[config.mk]
export PLATFORM = sky130hd
export DESIGN_NAME = ccu_comparator_control
export DESIGN_NICKNAME = d
export VERILOG_FILES = /design/src/ccu_pkg.sv /design/src/ccu_comparator_control.sv
export VERILOG_INCLUDE_DIRS = /design/src /design/src/src
export SDC_FILE = /design/constraint.sdc
export NUM_CORES = 1
export LEC_CHECK = 0
export ABC_AREA = 0
export BUFFER_PORTS_ARGS = -buffer_cell sky130_fd_sc_hd__buf_4
export CAP_MARGIN = 0
export CORE_MARGIN = 2
export CORE_UTILIZATION = 44
export DETAILED_ROUTE_END_ITERATION = 7
export HOLD_SLACK_MARGIN = 0.02
export PLACE_DENSITY = 0.78
export SETUP_SLACK_MARGIN = 0.1
export SYNTH_ARGS = -nofsm -noshare
export SYNTH_HDL_FRONTEND = slang
export SYNTH_SLANG_ARGS = --single-unit
export TNS_END_PERCENT = 20
[constraint.sdc]
create_clock -name ref_clk -period 1.7 [get_ports ref_clk]
set_clock_uncertainty 0.2 [all_clocks]
set_input_delay 0.34 -clock ref_clk [delete_from_list [all_inputs] [get_ports ref_clk]]
set_output_delay 0.34 -clock ref_clk [all_outputs]
set_load 0.02 [all_outputs]
[src/ccu_cfg.svh]
// Register map, field positions and reset values of the comparator control unit
`ifndef CCU_CFG_SVH
`define CCU_CFG_SVH

// ----------------------------------------
// Register offsets
// ----------------------------------------
`define CCU_ADDR_CTRL0 8'h9B
`define CCU_ADDR_CTRL1 8'h9D

// ----------------------------------------
// Field positions and reset value
// ----------------------------------------
`define CCU_BIT_EN 7
`define CCU_BIT_OUT 6
`define CCU_BIT_RISE 5
`define CCU_BIT_FALL 4
`define CCU_HYP_HI 3
`define CCU_HYP_LO 2
`define CCU_HYN_HI 1
`define CCU_HYN_LO 0
`define CCU_CTRL_RESET 8'h00

`endif

[src/ccu_pkg.sv]
// Types shared by the comparator control unit
package ccu_pkg;
  // Settings driven into one analog comparator core
  typedef struct packed {
    logic enable;
    logic [1:0] positive_hysteresis_select;
    logic [1:0] negative_hysteresis_select;
  } ccu_analog_ctrl_t;

  // Register write strobe with data
  typedef struct packed {
    logic wr;
    logic [7:0] addr;
    logic [7:0] wdata;
  } ccu_sfr_wr_t;
endpackage

[src/ccu_comparator_control.sv]
// Control and status registers for two analog comparators
//
// Function
// - One independent control register per comparator, instances 0 and 1.
// - Hysteresis selection lives in control bits 3 to 0, positive and negative independent.
// - Positive field codes 00 off, 01 5mV, 10 10mV, 11 20mV.
// - Negative field bits 1-0 codes 00 off, 01 5mV, 10 10mV, 11 20mV.
// - Falling output transition sets falling-edge flag, bit 4.
// - Rising output transition sets rising-edge flag, bit 5.
// - Edge flags stay set until software writes zero; hardware never clears.
// - Edge flags drive comparator interrupt requests for rising and falling.
// - Bit 6 is read-only live comparator output.
// - Bit 7 enables comparator when one, disables when zero.
// - Enabled comparator with output zero requests oscillator wake from suspend.
// - Spurious flags on enable or setting change are not suppressed.
`timescale 1ns/1ps
`include "ccu_cfg.svh"

module ccu_comparator_control
  import ccu_pkg::*;
#(
  parameter int NUM_CMP = 2
) (
  input wire logic ref_clk,
  input wire logic rst,
  input wire ccu_sfr_wr_t sfr_wr,
  input wire logic [7:0] sfr_rd_addr,
  output logic [7:0] sfr_rdata,
  output logic sfr_rd_hit,
  input wire logic [NUM_CMP-1:0] cmp_out_raw,
  output ccu_analog_ctrl_t [NUM_CMP-1:0] analog_ctrl,
  output logic [NUM_CMP-1:0] rise_irq,
  output logic [NUM_CMP-1:0] fall_irq,
  output logic osc_wake_req
);

  // ----------------------------------------
  // Address decode
  // ----------------------------------------
  // Only two instances have documented addresses; extra ones decode at the CTRL1 address
  wire logic [NUM_CMP-1:0] wr_sel;
  wire logic [NUM_CMP-1:0] rd_sel;
  wire logic [7:0] ctrl_addr [NUM_CMP];
  // Reset image, sliced per field so every reset load keeps its width
  wire logic [7:0] rst_img;

  assign rst_img = `CCU_CTRL_RESET;

  genvar gi;
  generate
    for (gi = 0; gi < NUM_CMP; gi++) begin : g_dec
      assign ctrl_addr[gi] = (gi == 0) ? `CCU_ADDR_CTRL0 : `CCU_ADDR_CTRL1;
      assign wr_sel[gi] = sfr_wr.wr && (sfr_wr.addr == ctrl_addr[gi]);
      assign rd_sel[gi] = (sfr_rd_addr == ctrl_addr[gi]);
    end
  endgenerate

  // ----------------------------------------
  // Per-comparator registers
  // ----------------------------------------
  logic [7:0] ctrl_rd [NUM_CMP];
  logic [NUM_CMP-1:0] wake_each;

  generate
    for (gi = 0; gi < NUM_CMP; gi++) begin : g_cmp
      logic en_q;
      logic en_d;
      logic [1:0] hyp_q;
      logic [1:0] hyp_d;
      logic [1:0] hyn_q;
      logic [1:0] hyn_d;
      logic rise_q;
      logic rise_d;
      logic fall_q;
      logic fall_d;
      logic sync1_q;
      logic sync2_q;
      logic prev_q;
      wire logic rise_ev;
      wire logic fall_ev;

      // Edge detect on synchronized output against the previous sample
      assign rise_ev = sync2_q && !prev_q;
      assign fall_ev = !sync2_q && prev_q;

      // Software writes; a same-cycle edge beats a clearing write
      assign en_d = wr_sel[gi] ? sfr_wr.wdata[`CCU_BIT_EN] : en_q;
      assign hyp_d = wr_sel[gi] ? sfr_wr.wdata[`CCU_HYP_HI:`CCU_HYP_LO] : hyp_q;
      assign hyn_d = wr_sel[gi] ? sfr_wr.wdata[`CCU_HYN_HI:`CCU_HYN_LO] : hyn_q;
      assign rise_d = rise_ev | (wr_sel[gi] ? sfr_wr.wdata[`CCU_BIT_RISE] : rise_q);
      assign fall_d = fall_ev | (wr_sel[gi] ? sfr_wr.wdata[`CCU_BIT_FALL] : fall_q);

      // Control state
      always_ff @(posedge ref_clk) begin
        if (rst) begin
          en_q <= rst_img[`CCU_BIT_EN];
          hyp_q <= rst_img[`CCU_HYP_HI:`CCU_HYP_LO];
          hyn_q <= rst_img[`CCU_HYN_HI:`CCU_HYN_LO];
          rise_q <= rst_img[`CCU_BIT_RISE];
          fall_q <= rst_img[`CCU_BIT_FALL];
        end else begin
          en_q <= en_d;
          hyp_q <= hyp_d;
          hyn_q <= hyn_d;
          rise_q <= rise_d;
          fall_q <= fall_d;
        end
      end

      // Two-stage synchroniser plus history; edges while enabling are kept, not masked
      always_ff @(posedge ref_clk) begin
        if (rst) begin
          sync1_q <= 1'b0;
          sync2_q <= 1'b0;
          prev_q <= 1'b0;
        end else begin
          sync1_q <= cmp_out_raw[gi];
          sync2_q <= sync1_q;
          prev_q <= sync2_q;
        end
      end

      // Readback image: enable, live output, flags, hysteresis codes
      assign ctrl_rd[gi] = {en_q, sync2_q, rise_q, fall_q, hyp_q, hyn_q};
      assign analog_ctrl[gi].enable = en_q;
      assign analog_ctrl[gi].positive_hysteresis_select = hyp_q;
      assign analog_ctrl[gi].negative_hysteresis_select = hyn_q;
      assign rise_irq[gi] = rise_q;
      assign fall_irq[gi] = fall_q;
      assign wake_each[gi] = en_q && !sync2_q;
    end
  endgenerate

  // ----------------------------------------
  // Read mux and wake request
  // ----------------------------------------
  // Unmapped addresses read zero and no hit
  always_comb begin
    sfr_rdata = 8'h00;
    for (int i = 0; i < NUM_CMP; i++) begin
      if (rd_sel[i]) begin
        sfr_rdata = ctrl_rd[i];
      end
    end
  end

  assign sfr_rd_hit = |rd_sel;
  assign osc_wake_req = |wake_each;

endmodule

Word level (Yosys, flattened, before mapping) --
Cells that the tools add are included.
Storage, ports and cells: register bits 20, input port bits 29, output and inout port bits 24, logic and storage cells 44
Operators by class: equality and inequality tests 4, mux-type cells 6, bitwise operators 4, reduce and logical (&&, ||, !) cells 14
Operator list (number):
- $eq 8x8->1 const B | 4
- $mux 8 | 2
- $logic_and 1x1->1 | 8
- $logic_not 1->1 | 4
- $mux 1 | 4
- $or 1x1->1 | 4
- $reduce_or 2->1 | 2

Logic depth before layout (Yosys ltp) --
Gate-level depths: netlist (run 1).
depth after elaboration 4, gate-level depth with buffers 5, mapped depth without buffers 3

Worst setup path after synthesis (run 1) --
Ideal clock, no wire load.
path kind input -> output, from input sfr_rd_addr[1], to output sfr_rdata[0], arrival time 1117 ps, data required time 1160 ps, path slack 43 ps, stages on the path 4, path buffers 1, cell sequence nor2b_1 clkbuf_1 a22oi_1 nor2_1
Between the ends: word-level cells in the longest chain between the ends 3, elaborated cells between the ends (all ways) 4, classes of those cells eq/ne (2); mux (2)
RTL lines:
- start: declaration | RTL line ccu_comparator_control.sv:27 | input wire logic [7:0] sfr_rd_addr,
- $eq 8x8->1 | RTL line ccu_comparator_control.sv:54 | assign rd_sel[gi] = (sfr_rd_addr == ctrl_addr[gi]);
- $mux 8 | RTL line ccu_comparator_control.sv:141 | if (rd_sel[i]) begin
- $mux 8 * | RTL line ccu_comparator_control.sv:141
- end: declaration | RTL line ccu_comparator_control.sv:28 | output logic [7:0] sfr_rdata,
Every way passes the cells marked *; elsewhere a longest branch is shown, timed or not.

Final worst setup path (run 1) --
from input sfr_rd_addr[6], to output sfr_rdata[2]
Same word-level chain as after synthesis.

==> metrics.md, run 1 <==
| Metric | Value |
|---|---|
| Die area | `0.00277 sq mm` |
| Layout net count | `186` |
| Top-area cell type share of the netlist area | `around 38%` |
| N_diodes | `0` |
| Die height | `52.7 microns` |
| Synth warnings | `0` |
| Grt ovf | `0` |
| Logic pwr share | `14.7%` |
| Pwr Total | `891 uW` |
| Worst setup SP type | `input port` |
| # setup viols final | `7` |
| Hold Slack | `0.0486 ns` |
| Max-cap viol count | `0` |
| Violated checks | `setup timing` |
| Mux share of post-synthesis cell area | `under 10%` |
| # Post-CTS Setup Buffers | `0` |
| Initial DRC count | `15` |
| Area contributors post-synth | `dfxtp_1, mux2i_1, nand2b_1, nor2b_1, a22oi_1` |
| Pleak | `around 0.66 nW` |
| Net Count, Synth | `140` |
| Critical Path AT | `1.20 ns` |
| Synth Area in Adders | `0%` |
| Global-route usage over all layers | `18.7%` |
| Largest family of logic cells by synthesized area | `simple AND/OR/NAND/NOR gates` |
| Setup crit end kind | `primary output` |
| Buffers added on ports | `51` |
| Max FO, Critical Path | `5` |
| Synth Area in Simple Gates | `between 20 and 30%` |
| Cell area after layout | `0.00159 sq mm` |
| DP Worst Slack | `-0.286 ns` |
| Worst-Margin Slew | `0.301 ns` |
| Post-Synth XOR/XNOR Area | `0%` |
| Most frequent cells in the layout | `buf_4, dfxtp_1, nand2b_1, nor2b_1, buf_6` |
| Total wire length | `2500 microns` |
| Slew HR | `80.0%` |
| Area Overhead vs Synth | `52.2%` |
| Yosys reg bits | `20` |
| Hold WC Path Type | `in2reg` |
| Chip width | `52.7 microns` |
| Root Buffer | `clkbuf_4` |
| Setup Crit Path Kind | `in2out` |
| Achievable Freq | `between 500 and 600 MHz` |
| Switching Fraction | `23.3%` |
| CTS Sinks | `20` |
| Int Pwr | `~680 uW` |
| Drc violations | `0` |
| Initial Util | `46.7%` |
| Max-slew violations | `0` |
| Largest net degree at the start of global routing | `26` |
| Pre-antenna DRT Iters | `4` |
| Vias in the first global route | `940` |
| IO Pins | `53` |
| Status | `finished with violations` |
| Cells after synthesis | `111` |
| CP Data Required Time | `roughly 1.2 ns` |
| Fill count | `156` |
| RSZ-0062 raised after global routing | `yes` |
| Endpoints failing hold | `0` |
| Drt wl/cell | `13.6 microns` |
| Syn Area/Cell | `9.39 sq um` |
| Total number of vias | `964` |
| Mean number of vias per cell | `5.24` |
| Clk slew on worst S/H paths | `approximately 0.11 ns` |
| Share of cells above drive strength 1 | `50.6%` |
| Fin crit share | `102%` |
| Clk pwr share | `between 30% and 40%` |
| PwrDens | `roughly 560 mW/mm^2` |
| VDD IR-drop max | `538 uV` |
| Final std cells w/o fill | `184` |
| Initial antenna violation count | `0` |
| Worst-case clock buffer depth | `2` |
| Commonest non-fill, non-tap cell in the layout | `buf_4` |
| Library cells used by synthesis | `22` |
| PnR worst setup slack | `-0.0381 ns` |
| Final core utilization | `71.0%` |
| First-pass GRT wire length | `~3900 microns` |
| GPL Wtd Cong | `around 0.8` |
| Post-route ant nets | `0` |
| H-tree Lvls | `1` |
| Area leader, netlist | `dfxtp_1` |
| Placed insts | `180` |
| CTS tree | `done` |
| Sequential-to-total area share from yosys stat | `38.4%` |
| Compound-Gate Fraction of Synth Area | `14.5%` |
| Cell Area, Placed | `0.00140 sq mm` |
| Core Region | `between 0.002 and 0.0025 sq mm` |
| Core Rows | `17` |
| Setup TNS | `-0.143 ns` |
| Reg power frac | `54.4%` |
| Minimum clock period | `1.74 ns` |
| Num CTS Buffers | `3` |
| Switching pwr | `roughly 210 uW` |
| Latest clock arrival within the worst-skew pair | `0.30 ns` |
| Mapped Area | `between 0.001 and 0.0015 sq mm` |
| DP Wirelength | `1910 microns` |
## cell type report
class                      instances  area (sq um)  share of cell area, %
clock buffer                       4          36.3                   2.29
inverter                           2          7.51                  0.473
multi-input combinational         76           644                   40.6
sequential                        20           405                   25.6
tap                               28          35.0                   2.21
timing repair buffer              54           458                   28.9
## critical path, cell delays in order
cell	delay, ns
buf_6	0.09
and4bb_2	0.31
nand3_4	0.09
buf_8	0.16
nor2_4	0.09
buf_6	0.12
## repair_timing
item	in CTS	in global routing
resized for setup	35	5
endpoints found under the setup margin	10	10
pin swaps	11	2
hold buffers	0	0
## logic make-up after synthesis
group / after synthesis
mux: 10
buf+inv: 15
flops: 20
compound gates: 18
simple gates: 48
## worst paths after layout
| path | slack [ns] | endpoint | start | depth (start not counted) |
|---|---|---|---|---|
| worst max-delay path | -0.04 | sfr_rdata[2] | sfr_rd_addr[6] | 6 |
| worst min-delay path | 0.05 | g_cmp[1].sync1_q$_SDFF_PP0_ | cmp_out_raw[1] | 2 |
| worst max register to register | 0.47 | g_cmp[1].rise_q$_SDFF_PP0_ | g_cmp[1].sync2_q$_SDFF_PP0_ | 3 |
| worst min register to register | 0.26 | g_cmp[1].sync2_q$_SDFF_PP0_ | g_cmp[1].sync1_q$_SDFF_PP0_ | 1 |
## sequential cells by signal (all words and copies together), names as in the netlist
name and flops:
g_cmp.hyp_q 4, g_cmp.hyn_q 4, g_cmp.prev_q 2, g_cmp.en_q 2, g_cmp.fall_q 2, g_cmp.rise_q 2, g_cmp.sync1_q 2, g_cmp.sync2_q 2
## layer usage
metal  up-vias  track usage (%)  part of all wire (%)
met1       454             19.3                    39
met2        31             37.9                    55
li1        475                -                     -
met4         0             6.41                   1.2
met3         4             1.71                   3.8
met5         -                0                     0
## cell usage after synthesis
cell type  instances
o21ba_2            1
nand2b_1          15
a311oi_1           4
o22ai_1            1
dfxtp_1           20
and3_4             1
and3_1             2
inv_1              2
nor2b_1           14
buf_1              1
nor2_1            12
buf_4              6
and4bb_2           1
clkbuf_1           3
buf_6              2
a22oi_1            8
a211oi_2           2
and4bb_1           1
buf_2              1
a211oi_1           2
nand3_2            2
mux2i_1           10
## power groups by stage
stage / clock network, mW / registers (mW) / logic [mW]
final: 0.275 / 0.485 / 0.131
after global routing: 0.294 / 0.487 / 0.141
after CTS: 0.273 / 0.486 / 0.131
after detailed placement: 0 / 0.497 / 0.120
after global placement: 0 / 0.496 / 0.116
after floorplan: 0 / 0.494 / 0.0632
(Power assumes the default switching activity.)
==> run 2, diff against run 1 <==
Settings changed: BUFFER_PORTS_ARGS -buffer_cell sky130_fd_sc_hd__buf_4 to -buffer_cell sky130_fd_sc_hd__buf_2, SLEW_MARGIN from default to 30.
==> metrics.md, run 2 (synthesized netlist as in run 1, its figures left out) <==
| Metric | Value |
|---|---|
| Achievable Freq | `576 MHz (was 575 MHz)` |
| Initial antenna violation count | `0 (unchanged)` |
| Initial Util | `46.7% (unchanged)` |
| Largest net degree at the start of global routing | `26 (unchanged)` |
| GPL Wtd Cong | `0.703 (was 0.789)` |
| Vias in the first global route | `929 (was 940)` |
| Violated checks | `setup timing (unchanged)` |
| Chip width | `52.7 microns (unchanged)` |
| Max-slew violations | `0 (unchanged)` |
| Worst-Margin Slew | `0.386 ns (was 0.301 ns)` |
| Core Rows | `17 (unchanged)` |
| Drc violations | `0 (unchanged)` |
| N_diodes | `0 (unchanged)` |
| Fin crit share | `102% (about the same)` |
| Latest clock arrival within the worst-skew pair | `0.29 ns (was 0.30 ns)` |
| H-tree Lvls | `1 (unchanged)` |
| Hold path start | `cmp_out_raw[0] (was cmp_out_raw[1])` |
| Hold Path Depth | `2 (unchanged)` |
| Max FO, Critical Path | `5 (unchanged)` |
| Met3 GRT Util | `2.29% (was 1.71%)` |
| PwrDens | `590 mW/mm^2 (was 562 mW/mm^2)` |
| GRT busiest layer | `met2 (unchanged)` |
| Switching Fraction | `23.6% (was 23.3%)` |
| Cell Area, Placed | `0.00127 sq mm (was 0.00140 sq mm)` |
| Die area | `0.00277 sq mm (unchanged)` |
| Buffers added on ports | `51 (unchanged)` |
| Reg-to-reg slack, setup | `0.49 ns (was 0.47 ns)` |
| Endpoints failing hold | `0 (unchanged)` |
| Top Registers | `g_cmp.hyn_q: 4 flops, g_cmp.hyp_q: 4 flops (unchanged)` |
| Drt wl/cell | `12.9 microns (was 13.6 microns)` |
| Pre-antenna DRT Iters | `4 (unchanged)` |
| Setup Crit Path Kind | `in2out (unchanged)` |
| CTS Sinks | `20 (unchanged)` |
| Cells along the critical path | `buf_6, and4bb_2, nand3_4, buf_8, nor2_4, buf_6 (unchanged)` |
| VDD IR-drop max | `498 uV (was 538 uV)` |
| Total wire length | `2380 microns (was 2500 microns)` |
| Area Overhead vs Synth | `41.9% (was 52.2%)` |
| Initial DRC count | `17 (was 15)` |
| Post-route ant nets | `0 (unchanged)` |
| Worst setup SP type | `input port (unchanged)` |
| Max-cap viol count | `0 (unchanged)` |
| Hold Slack | `0.0477 ns (was 0.0486 ns)` |
| Reg-to-reg critical path endpoint | `g_cmp[0].rise_q$_SDFF_PP0_ (was g_cmp[1].rise_q$_SDFF_PP0_)` |
| Switching pwr | `206 uW (was 208 uW)` |
| Total number of vias | `941 (was 964)` |
| GRT met1 Usage | `18.4% (was 19.3%)` |
| Worst setup path end | `sfr_rdata[3] (was sfr_rdata[2])` |
| Clk pwr share | `31.5% (was 30.9%)` |
| Met2 Use GR | `37.1% (was 37.9%)` |
| Root Buffer | `clkbuf_4 (unchanged)` |
| Cell area after layout | `0.00148 sq mm (was 0.00159 sq mm)` |
| Setup crit end kind | `primary output (unchanged)` |
| Critical Path AT | `1.20 ns (about the same)` |
| Most frequent cells in the layout | `buf_2, dfxtp_1, nand2b_1, nor2b_1, buf_6 (was buf_4, dfxtp_1, nand2b_1, nor2b_1, buf_6)` |
| Pleak | `0.642 nW (was 0.660 nW)` |
| Max incr delay on CP | `0.31 ns (about the same)` |
| Core Region | `0.00223 sq mm (unchanged)` |
| Int Pwr | `666 uW (was 683 uW)` |
| Crit-path slowest cell | `and4bb_2 (unchanged)` |
| Global-route usage over all layers | `18.4% (was 18.7%)` |
| IO Pins | `53 (unchanged)` |
| Grt ovf | `0 (unchanged)` |
| RSZ-0062 raised after global routing | `yes (unchanged)` |
| Minimum clock period | `1.74 ns (about the same)` |
| CTS tree | `done (unchanged)` |
| Worst reg2reg startpoint | `g_cmp[0].sync2_q$_SDFF_PP0_ (was g_cmp[1].sync2_q$_SDFF_PP0_)` |
| Reg power frac | `55.6% (was 54.4%)` |
| Clk slew on worst S/H paths | `0.11 ns (about the same)` |
| Logic pwr share | `12.9% (was 14.7%)` |
| Worst reg2reg path depth | `3 (unchanged)` |
| Share of cells above drive strength 1 | `50.6% (unchanged)` |
| Worst-case clock buffer depth | `2 (unchanged)` |
| CP startpoint | `sfr_rd_addr[6] (unchanged)` |
| Num CTS Buffers | `3 (unchanged)` |
| Status | `finished with violations (unchanged)` |
| Slew HR | `74.3% (was 80.0%)` |
| PnR worst setup slack | `-0.0371 ns (was -0.0381 ns)` |
| # setup viols final | `9 (was 7)` |
| Commonest non-fill, non-tap cell in the layout | `buf_2 (was buf_4)` |
| Layout net count | `186 (unchanged)` |
| Die height | `52.7 microns (unchanged)` |
| Cell mode on critical path | `buf_6 (unchanged)` |
| CP Data Required Time | `1.16 ns (about the same)` |
| DP Wirelength | `1720 microns (was 1910 microns)` |
| Hold WC Path Type | `in2reg (unchanged)` |
| First-pass GRT wire length | `3760 microns (was 3860 microns)` |
| Mean number of vias per cell | `5.11 (was 5.24)` |
-- run 2: cell types whose count changed in the layout (fill, tap and decap cells not counted) --
cell / delta
dfxtp_4: -1
o22ai_2: +1
dfxtp_2: +1
buf_2: +39
o22ai_4: -1
buf_4: -39
-- run 2: routing by layer --
metal / up-vias / routed length (microns) / share of wire [%]
li1: 469 / - / -
met1: 444 / 938 / 39
met2: 26 / 1320 / 55
met3: 2 / 107 / 4.5
met4: 0 / 10 / 0.42
met5: - / 0 / 0
-- run 2: layout make-up --
cell class | count | area (sq um)
clock buffer | 4 | 36.3
fill | 193 | 754
inverter | 2 | 7.51
multi-input combinational | 76 | 637
sequential | 20 | 403
tap | 28 | 35.0
timing repair buffer | 54 | 360
-- run 2: how the worst min path moves through the flow --
stage | to | slack, ns
floorplan | g_cmp[0].sync2_q$_SDFF_PP0_ | 0.21
global placement | g_cmp[1].sync2_q$_SDFF_PP0_ | 0.22
detailed placement | g_cmp[0].sync2_q$_SDFF_PP0_ | 0.23
CTS | g_cmp[0].sync1_q$_SDFF_PP0_ | 0.04
global route | g_cmp[0].sync1_q$_SDFF_PP0_ | 0.04
finish | g_cmp[0].sync1_q$_SDFF_PP0_ | 0.05
-- run 2: power groups by stage --
stage               combinational [mW]  clock (mW)  sequential, mW
finish                           0.112       0.275           0.486
global route                     0.122       0.302           0.487
CTS                              0.111       0.281           0.486
detailed placement              0.0992           0           0.496
global placement                0.0955           0           0.496
floorplan                       0.0632           0           0.494
-- run 2: per-stage QoR --
| step | util [%] | setup TNS [ns] | std cells | total power, mW | worst slack (ns) |
|---|---|---|---|---|---|
| 2_1_floorplan | - | 0 | 111 | 0.558 | 0.0426 |
| 3_5_place_dp | 56.9 | -2.03 | 180 | 0.596 | -0.246 |
| 4_1_cts | 65.6 | -0.0865 | 184 | 0.878 | -0.0191 |
| 5_1_grt | 66.2 | -0.522 | 184 | 0.912 | -0.0707 |
| 3_3_place_gp | 56.9 | -2.16 | 180 | 0.591 | -0.273 |
| 6_report | 66.2 | -0.199 | 184 | 0.873 | -0.0371 |
-- run 2: repair_timing --
action,CTS,global route
setup endpoints to repair,10,10
pin swaps,10,3
hold buffers,0,0
gates resized for setup,43,5
setup buffers,0,0
-- run 2: critical path: cells and delay by family --
family	cells	cell delay (ns)
simple gates	3	0.49
buf+inv	3	0.36
